### src/core/mic_pkg.sv
// Shared types and constants for the memory integrity checker control block
// Notes on behaviour
// - After a one-time hash ends, by success or bus error, the region takes new setup.
// - Once run-time checking is set up, one-time hashing is refused until reset.
// - Temporary checking may be disabled by software; errors raise a recoverable interrupt.
// - Permanent checking is locked; software cannot disable it.
// - Any error during permanent checking raises a security violation, not an interrupt.
// - Four independent regions; one region finishing leaves the others untouched.
// - An idle region takes new setup while other regions keep running.
// - One-time hash reports only bus errors; status tells completion from bus error.
// - Temporary checking flags only integrity or address errors, then stops that region.
// - Status shows all regions at once; any status read clears every indication (an event arriving in the read cycle stays set).
// - After a security violation the checker refuses all work until reset.
// - After a recoverable error the region returns to idle, ready for new setup.
package mic_pkg;

  localparam int unsigned MIC_REGIONS = 4;
  localparam logic MIC_FLAG_RST = 1'h0;

  typedef enum logic [1:0] {
    MIC_OP_HASH,
    MIC_OP_TEMP,
    MIC_OP_PERM
  } mic_op_t;

  typedef enum logic [1:0] {
    MIC_ST_IDLE,
    MIC_ST_HASH,
    MIC_ST_TEMP,
    MIC_ST_PERM
  } mic_state_t;

  // Per-region status word
  typedef struct packed {
    logic done;
    logic bus_err;
    logic integ_err;
    logic addr_err;
  } mic_flags_t;

  localparam mic_flags_t MIC_FLAGS_RST = '{MIC_FLAG_RST, MIC_FLAG_RST, MIC_FLAG_RST, MIC_FLAG_RST};

endpackage : mic_pkg

### src/core/mic_region.sv
// One monitored memory region: mode state and its event decode
`timescale 1ns/1ps
`default_nettype none
module mic_region import mic_pkg::*; (
  input wire logic clk_i,
  input wire logic rst_i,
  input wire logic start_i,
  input wire mic_op_t op_i,
  input wire logic stop_i,
  input wire logic kill_i,
  input wire logic done_i,
  input wire logic bus_err_i,
  input wire logic mismatch_i,
  input wire logic addr_err_i,
  output mic_state_t st_o,
  output logic hash_o,
  output logic check_o,
  output mic_flags_t ev_o,
  output logic perm_err_o
);

  mic_state_t st_q;
  mic_state_t st_d;
  logic any_err;

  assign any_err = bus_err_i | mismatch_i | addr_err_i;
  assign st_o = st_q;

  // Event decode; done is only meaningful for one-time hashing
  always_comb begin
    ev_o = MIC_FLAGS_RST;
    perm_err_o = 1'b0;
    case (st_q)
      MIC_ST_HASH: begin
        ev_o.bus_err = bus_err_i;
        ev_o.done = done_i & ~bus_err_i;
      end
      MIC_ST_TEMP: begin
        // Bus faults while checking count as address errors
        ev_o.integ_err = mismatch_i;
        ev_o.addr_err = addr_err_i | bus_err_i;
      end
      MIC_ST_PERM: begin
        perm_err_o = any_err;
      end
      default: begin
        ev_o = MIC_FLAGS_RST;
      end
    endcase
  end

  always_comb begin
    st_d = st_q;
    case (st_q)
      MIC_ST_IDLE: begin
        if (start_i) begin
          case (op_i)
            MIC_OP_HASH: st_d = MIC_ST_HASH;
            MIC_OP_TEMP: st_d = MIC_ST_TEMP;
            MIC_OP_PERM: st_d = MIC_ST_PERM;
            default: st_d = MIC_ST_IDLE;
          endcase
        end
      end
      MIC_ST_HASH: begin
        if (done_i || bus_err_i) begin
          st_d = MIC_ST_IDLE;
        end
      end
      MIC_ST_TEMP: begin
        if (stop_i || any_err) begin
          st_d = MIC_ST_IDLE;
        end
      end
      MIC_ST_PERM: begin
        // Only a violation halts it; no software path out
        st_d = MIC_ST_PERM;
      end
      default: begin
        st_d = MIC_ST_IDLE;
      end
    endcase
    if (kill_i) begin
      st_d = MIC_ST_IDLE;
    end
  end

  always_ff @(posedge clk_i) begin
    if (rst_i) begin
      st_q <= MIC_ST_IDLE;
      hash_o <= 1'b0;
      check_o <= 1'b0;
    end else begin
      st_q <= st_d;
      hash_o <= (st_d == MIC_ST_HASH);
      check_o <= (st_d == MIC_ST_TEMP) || (st_d == MIC_ST_PERM);
    end
  end

endmodule : mic_region
`default_nettype wire

### src/core/mic_ctrl.sv
// Memory integrity checker control: setup, status, violation handling
`timescale 1ns/1ps
`default_nettype none
module mic_ctrl import mic_pkg::*; #(
  parameter int unsigned NUM_REGIONS = MIC_REGIONS,
  localparam int unsigned IW = $clog2(NUM_REGIONS)
) (
  input wire logic clk_i,
  input wire logic rst_i,
  input wire logic cfg_valid_i,
  input wire logic [IW-1:0] cfg_region_i,
  input wire mic_op_t cfg_op_i,
  input wire logic dis_valid_i,
  input wire logic [IW-1:0] dis_region_i,
  input wire logic stat_rd_i,
  input wire logic [NUM_REGIONS-1:0] hash_done_i,
  input wire logic [NUM_REGIONS-1:0] bus_err_i,
  input wire logic [NUM_REGIONS-1:0] mismatch_i,
  input wire logic [NUM_REGIONS-1:0] addr_err_i,
  output logic [NUM_REGIONS-1:0] region_hash_o,
  output logic [NUM_REGIONS-1:0] region_check_o,
  output logic cfg_ack_o,
  output logic cfg_nak_o,
  output logic dis_ack_o,
  output logic dis_nak_o,
  output mic_flags_t [NUM_REGIONS-1:0] status_o,
  output logic irq_o,
  output logic sec_viol_o,
  output logic runtime_o
);

  if (NUM_REGIONS < 2 || NUM_REGIONS > 16) begin : g_bad_regions
    $error("mic_ctrl: NUM_REGIONS must lie in 2..16");
  end

  mic_state_t [NUM_REGIONS-1:0] st;
  mic_flags_t [NUM_REGIONS-1:0] ev;
  mic_flags_t [NUM_REGIONS-1:0] status_d;
  logic [NUM_REGIONS-1:0] start;
  logic [NUM_REGIONS-1:0] stop;
  logic [NUM_REGIONS-1:0] perm_err;
  logic cfg_ok;
  logic dis_ok;
  logic viol_set;

  // One-time hashing is a boot service only; run-time setup closes it off
  assign cfg_ok = cfg_valid_i && !sec_viol_o && (st[cfg_region_i] == MIC_ST_IDLE)
                  && !(runtime_o && cfg_op_i == MIC_OP_HASH);
  // Permanent regions are never in TEMP, so the disable cannot reach them
  assign dis_ok = dis_valid_i && !sec_viol_o && (st[dis_region_i] == MIC_ST_TEMP);
  assign viol_set = |perm_err;

  for (genvar i = 0; i < NUM_REGIONS; i++) begin : g_region
    assign start[i] = cfg_ok && (cfg_region_i == IW'(i));
    assign stop[i] = dis_ok && (dis_region_i == IW'(i));

    mic_region u_region (
      .clk_i(clk_i),
      .rst_i(rst_i),
      .start_i(start[i]),
      .op_i(cfg_op_i),
      .stop_i(stop[i]),
      .kill_i(sec_viol_o || viol_set),
      .done_i(hash_done_i[i]),
      .bus_err_i(bus_err_i[i]),
      .mismatch_i(mismatch_i[i]),
      .addr_err_i(addr_err_i[i]),
      .st_o(st[i]),
      .hash_o(region_hash_o[i]),
      .check_o(region_check_o[i]),
      .ev_o(ev[i]),
      .perm_err_o(perm_err[i])
    );

    // A fresh event in the read cycle survives the clear
    assign status_d[i] = (stat_rd_i ? MIC_FLAGS_RST : status_o[i]) | ev[i];

  end

  always_ff @(posedge clk_i) begin
    if (rst_i) begin
      status_o <= {NUM_REGIONS{MIC_FLAGS_RST}};
      irq_o <= 1'b0;
    end else begin
      status_o <= status_d;
      irq_o <= |status_d;
    end
  end

  always_ff @(posedge clk_i) begin
    if (rst_i) begin
      sec_viol_o <= 1'b0;
    end else if (viol_set) begin
      sec_viol_o <= 1'b1;
    end
  end

  always_ff @(posedge clk_i) begin
    if (rst_i) begin
      runtime_o <= 1'b0;
    end else if (cfg_ok && cfg_op_i != MIC_OP_HASH) begin
      runtime_o <= 1'b1;
    end
  end

  always_ff @(posedge clk_i) begin
    if (rst_i) begin
      cfg_ack_o <= 1'b0;
      cfg_nak_o <= 1'b0;
      dis_ack_o <= 1'b0;
      dis_nak_o <= 1'b0;
    end else begin
      cfg_ack_o <= cfg_ok;
      cfg_nak_o <= cfg_valid_i && !cfg_ok;
      dis_ack_o <= dis_ok;
      dis_nak_o <= dis_valid_i && !dis_ok;
    end
  end
endmodule : mic_ctrl
`default_nettype wire

### config.mk
export PLATFORM = sky130hd
export DESIGN_NAME = mic_ctrl
export DESIGN_NICKNAME = d
export VERILOG_FILES = /design/src/core/mic_pkg.sv /design/src/core/mic_region.sv /design/src/core/mic_ctrl.sv
export SDC_FILE = /design/constraint.sdc
export NUM_CORES = 1
export LEC_CHECK = 0
export BUFFER_PORTS_ARGS = -buffer_cell sky130_fd_sc_hd__buf_2
export CAP_MARGIN = 15
export CORE_AREA = 2 2 80 52
export DETAILED_ROUTE_END_ITERATION = 12
export DIE_AREA = 0 0 82 54
export PLACE_DENSITY = 0.77
export SETUP_SLACK_MARGIN = 0.02
export SYNTH_ARGS = -nofsm -noshare
export SYNTH_HDL_FRONTEND = slang
export SYNTH_SLANG_ARGS = --single-unit
### constraint.sdc
create_clock -name clk_i -period 2.44 [get_ports clk_i]
set_clock_uncertainty 0.1 [all_clocks]
set_input_delay 0.488 -clock clk_i [delete_from_list [all_inputs] [get_ports clk_i]]
set_output_delay 0.488 -clock clk_i [all_outputs]
set_load 0.05 [all_outputs]
# --- After elaboration in Yosys (flattened, before gate mapping) ---
# Cells that the tools add are included.
totals:
  inputBits: 27
  out_inout_bits: 31
  reg_bits: 39
  latch_bits: 0
  rom_bits: 0
  ramBits: 0
  memories: 0
classes:
  n_reduce_logical: 45
  n_mux: 41
  shifts: 0
  eq_ne: 33
  mul: 0
  div_mod_pow: 0
  magnitude_cmp: 2
  bitwise: 24
  add_sub_neg: 0
op_table:
  columns: ["cell", "n"]
  rows:
  - ["$mux 2", 26]
  - ["$eq 2x2->1 const B", 22]
  - ["$pmux 2 s4", 4]
  - ["$eq 2x1->1 const B", 11]
  - ["$logic_and 1x1->1", 17]
  - ["$logic_not 2->1", 8]
  - ["$mux 4", 4]
  - ["$or 4x4->4", 4]
  - ["$reduce_or 16->1", 1]
  - ["$logic_or 1x1->1", 13]
  - ["$or 1x1->1", 12]
  - ["$bmux 2 s2", 2]
  - ["$lt 2x3->1 const B", 2]
  - ["$pmux 2 s3", 1]
  - ["$and 1x1->1", 4]
  - ["$logic_not 1->1", 4]
  - ["$mux 1", 4]
  - ["$not 1->1", 4]
  - ["$reduce_or 4->1", 1]
  - ["$reduce_bool 2->1", 1]

# --- Logic depth before layout (Yosys ltp) ---
logic_depth:
  ltp_word: 11
  ltp_mapped: 6
  depth_no_buf: 6

# --- Cells and area by module ---
# Synthesis repeated with hierarchy kept, for this count alone.
hier_totals:
  cells_unflattened: 213
  area_unflattened_um2: 1829.3
modules_own_cells:
  columns: ["mod", "seq_area_each_um2", "instances", "area_each_um2", "cells_each"]
  rows:
  - ["mic_ctrl", 460.4, 1, 978.4, 113]
  - ["mic_region", 80.1, 4, 212.7, 25]

# --- Least setup slack after synthesis ---
# No wires, ideal clock.
synth_timing:
  path_kind: "input-to-reg"
  startpoint: "input port mismatch_i[1]"
  endpoint: "register g_region[2].u_region.hash_o"
  arrival_time_ns: 1.687
  n_path_buf: 1
  path_stages: 5
  slack_ns: 0.566
  path_cell_list: "o311ai_2 > o2111ai_2 > or3_4 > buf_6 > nor4b_4"
synth_via:
  elab_chain_cells: 7
synth_lines:
  columns: ["item", "line", "text"]
  rows:
  - ["start: declaration", "mic_ctrl.sv:18", "input wire logic [NUM_REGIONS-1:0] mismatch_i,"]
  - ["$or 1x1->1 (2 in a row)", "mic_region.sv:26", "assign any_err = bus_err_i | mismatch_i | addr_err_i;"]
  - ["$mux 1", "mic_region.sv:33", "case (st_q)"]
  - ["$reduce_or 4->1", "mic_ctrl.sv:51", "assign viol_set = |perm_err;"]
  - ["$logic_or 1x1->1", "mic_ctrl.sv:63", ".kill_i(sec_viol_o || viol_set),"]
  - ["$mux 2", "mic_region.sv:83", "if (kill_i) begin"]
  - ["$eq 2x1->1", "mic_region.sv:95", "hash_o <= (st_d == MIC_ST_HASH);"]
  - ["end signal: assignment", "mic_region.sv:95", null]
  - ["end: declaration", "mic_region.sv:16", "output logic hash_o,"]
# No other way between the ends.
# A chain may end at the register's enable or synchronous reset.

# --- Worst setup path in the final report ---
layout_timing:
  startpoint: "input port bus_err_i[2]"
  endpoint: "register g_region[2].u_region.hash_o"
layout_via:
  elab_chain_cells: 7
layout_lines:
  columns: ["item", "line", "text"]
  rows:
  - ["start: declaration", "mic_ctrl.sv:17", "input wire logic [NUM_REGIONS-1:0] bus_err_i,"]
  - ["$or 1x1->1 (2 in a row)", "mic_region.sv:26", null]
  - ["$logic_or 1x1->1 or $mux 1 (tied branches)", "mic_region.sv:71, mic_region.sv:33", null]
  - ["$mux 2 or $reduce_or 4->1 (tied branches)", "mic_region.sv:71, mic_ctrl.sv:51", null]
  - ["$pmux 2 s4 or $logic_or 1x1->1 (tied branches)", "mic_region.sv:54, mic_ctrl.sv:63", null]
  - ["$mux 2 (*)", "mic_region.sv:83", null]
  - ["$eq 2x1->1 (*)", "mic_region.sv:95", null]
# Mark *: on every way between the ends. The rest lies on a longest branch, timed or not.

==> flow_results.org <==
** Finish
- Commonest non-fill, non-tap cell in the layout :: sky130_fd_sc_hd__buf_2
- In the final layout, the share of cells above drive strength 1 is 29.80%.
- Layout-stage area growth over the synthesis result :: 19.83%
- Counting the fill cells in the layout gives around 340.
- 0 antenna diodes ended up in the layout.
- Top library cells by usage in the layout, fill and taps aside :: sky130_fd_sc_hd__buf_2, sky130_fd_sc_hd__dfxtp_1, sky130_fd_sc_hd__nor2b_1, sky130_fd_sc_hd__nor2_1, sky130_fd_sc_hd__inv_1
- Summing all non-filler instances in the final layout gives an area of 2117 sq um.
- Fin nets :: ~270

** STA
- The number of pins with negative max-slew slack in the final report came to 0.
- Highest attainable clock frequency :: 552.0 MHz
- Headroom to the max-slew limit came out at 64.24%.
- Of the available clock period, the critical path in the final layout requires 74.25%.
- For the pin with the worst max-slew slack, the measured transition is about 0.53 ns.
- # setup viols final :: 0
- Sum Neg Setup Slack :: 0 ns
- Final period demand of the worst path :: around 1.8 ns
- Total count of hold-check failures in the final report :: 0
- Setup repair after global routing missed its margin :: false

** Power and ir drop
- Combinational Power Share :: 15.4%
- Leakage power :: about 0.94 nW
- Switch Pwr :: 329.1 uW
- Cell internal power was estimated by the tool at 856.8 uW.
- Of the total power, the share spent switching nets is 27.75%.
- Clock network fraction of total power :: about a third
- Sequential cells account for 51.7% of the total power.
- Max rail drop VDD :: 368.3 uV
- In this run the power density over the cells is between 500 and 600 nW/um^2.

** CTS
- Buffers from clock root to sink, at most :: 2
- The number of setup buffers added after CTS is 0.
- Counting the buffers created by CTS gives 5.
- TritonCTS clock tree :: done
- The H-tree was split into 2 levels.
- After clock tree synthesis, the clock-pin slew on the worst setup and hold paths is 0.06 ns.
- Clock latency of the later-clocked register in the worst-skew pair :: 0.29 ns
- Hold-fix buffer count after cts :: 0
- Post-CTS Resized :: 0
- The cell sitting at the root of the clock tree is a sky130_fd_sc_hd__clkbuf_8.
- Counting every sink on the clock net gives 36.

** Logic synthesis
- Sequential elements use 40.79% of the synthesized area.
- Total of warnings raised by yosys :: 0
- Area fraction of the dominant cell type after synthesis :: 40.79%
- By area the synthesized netlist is led by sky130_fd_sc_hd__dfxtp_1, sky130_fd_sc_hd__nor2b_1, sky130_fd_sc_hd__nor2_1.
- Post-synthesis cell type with the largest combined area :: sky130_fd_sc_hd__dfxtp_1
- After synthesis, the share of flip-flops with an asynchronous set or reset is 0%.
- Cell count after synthesis :: 192
- Top FF cell, synth :: sky130_fd_sc_hd__dfxtp_1
- The average instance in the mapped netlist occupies 9.202 sq um.
- Number of nets in the synthesized netlist :: 221
- Register bit count reported by yosys :: 36
- The synthesized design contains 0 enable-type register cells.
- Cell area after synthesis :: around 1800 sq um
- Yosys cell types :: just under 50

** GRT
- Summed over all layers, the global routing overflow is 0.
- Largest net degree at the start of global routing :: 26
- Wire length of the first global-routing pass :: 6.672 mm
- Via count of the first global-routing pass :: about 1,400
- For this run, the total global-route usage over all layers was measured as a little over a fifth.
- Antenna violations before repair :: 0

** Drt
- In the routed design, unresolved DRC markers number 0.
- Number of vias per cell after detailed routing :: 5.441
- The final route contains around 1,600 vias.
- After detailed routing, the average wire length per cell comes to 14.61 um.
- ANT nets after route :: 0
- The first routing iteration left 78 violations.
- WL final :: about 4.3 mm
- The first detailed-routing pass ran for 4 iterations.

** Worst setup path
- Largest fanout on the critical path :: 12
- Type of element launching the critical path :: primary input
- Delay contributed by the slowest stage of the critical path :: 0.45 ns
- Critical path capture point type :: flop
- Counting both buffers and inverters, the worst setup path holds a total of 1.
- Arrival time of the worst setup path :: 1.92 ns
- Traced cell by cell, the critical path runs through buf_2 > nor3_1 > o2111ai_2 > or3_4 > nor4b_4.
- At the worst endpoint, the required time is between 2 and 3 ns.
- For this design, the slowest cell found on the critical path is sky130_fd_sc_hd__or3_4.
- Critical path's top delay family :: simple AND/OR/NAND/NOR gates
- Flop-to-flop setup slack :: roughly 0.73 ns
- By startpoint and endpoint, the worst setup path is classified as in -> reg.

** Status
- Outcome :: complete, no violations

** Floorplan
- Starting utilization of the core area :: approximately 47%
- The floorplan step set the die width to 82 um.
- The floorplan step set the die height to 54 um.
- Top-level port count :: 58
- Rows :: 18
- The floorplan step defined a core boundary enclosing approximately 3800 sq um.
- Die Outline Area :: 4428 sq um

** Placement
- Number of buffer cells added on primary ports :: 57
- Final weighted congestion in routability-driven placement :: 0.9025
- In this run the cell area measured after placement is 2039 sq um.
- Placed wire-length estimate after detailed placement :: 3.429 mm

** Hold path
- The path class of the tightest hold or removal check is in -> reg.

** Job
- Number of maximum-capacitance constraint violations :: 0
[per-stage QoR]
| step | setup WS, ns | power [mW] | hold WS, ns | utilization (%) | std cells |
|---|---|---|---|---|---|
| detailed placement | 0.3419 | 0.8079 | 0.3896 | 53.90 | 288 |
| global route | 0.5550 | 1.244 | 0.3815 | 55.95 | 295 |
| global placement | 0.3396 | 0.8061 | 0.3818 | 53.90 | 288 |
| CTS | 0.6426 | 1.196 | 0.3806 | 55.95 | 295 |
| floorplan | 0.5663 | 0.7490 | 0.4258 | - | 192 |
| finish | 0.6283 | 1.186 | 0.3819 | 55.95 | 295 |
[synth_stat cells (all sizes together) (3+ instances only)]
library cell / number
nor3b: 3
nor2b: 21
buf: 9
a32o: 3
nand2: 3
o21ai: 4
dfxtp: 36
o311ai: 3
a211oi: 4
a21oi: 7
clkbuf: 3
inv: 16
nor4b: 3
nor3: 4
nor2: 21
nand2b: 6
o2bb2ai: 7
nor4: 5
[path summary, 6_finish.rpt]
check	startpoint	endpoint	cells after the start
setup / recovery	bus_err_i[2]	g_region[2].u_region.hash_o	5
hold / removal	cfg_valid_i	cfg_nak_o	2
setup reg to reg	g_region[0].u_region.st_o[0]	irq_o	4
hold reg to reg	runtime_o	runtime_o	2
[power groups by stage]
stage,registers (mW),clock network (mW),logic (mW)
global placement,0.626,0,0.180
detailed placement,0.626,0,0.182
global route,0.614,0.431,0.199
CTS,0.613,0.401,0.182
finish,0.613,0.390,0.183
floorplan,0.658,0,0.0910
[flip-flops by register name, indices dropped and copies added, names as in the netlist]
register,cells
cfg_nak_o,1
status_o,16
dis_nak_o,1
dis_ack_o,1
g_region.u_region.check_o,1
irq_o,1
sec_viol_o,1
runtime_o,1
g_region.u_region.hash_o,4
g_region.u_region.st_o,8
cfg_ack_o,1
[worst reg2reg max path: stages, from the launching register on]
cell,delay [ns]
sky130_fd_sc_hd__dfxtp_1,0.41
sky130_fd_sc_hd__nand2b_1,0.22
sky130_fd_sc_hd__o2bb2ai_1,0.17
sky130_fd_sc_hd__nor4_1,0.49
sky130_fd_sc_hd__a41oi_1,0.18
[cell families after synthesis]
group	after synthesis	synth area share, %
flip-flops	36	40.79
multiplexers	1	1.275
buffers and inverters	28	8.074
AO/OA/AOI/OAI	45	20.96
adder cells (fa/ha/maj)	2	1.416
AND/OR/NAND/NOR	80	27.48
[cell type report]
cell class | instances | area, sq um | share of cell area, %
Multi-Input combinational cell | 128 | 903.4 | 42.67
Sequential cell | 36 | 720.7 | 34.04
Tap cell | 50 | 62.56 | 2.955
Inverter | 16 | 60.06 | 2.837
Timing Repair Buffer | 58 | 292.8 | 13.83
Clock inverter | 1 | 5.005 | 0.2364
Clock buffer | 6 | 72.57 | 3.428
[metal layers]
layer	vias to the layer above	track usage, %	routed length [um]
met3	9	5.872	350
met1	720	31.55	2203
li1	802	-	-
met4	0	10.00	78
met2	74	27.64	1679
met5	-	0	0
(Power assumes the default switching activity.)
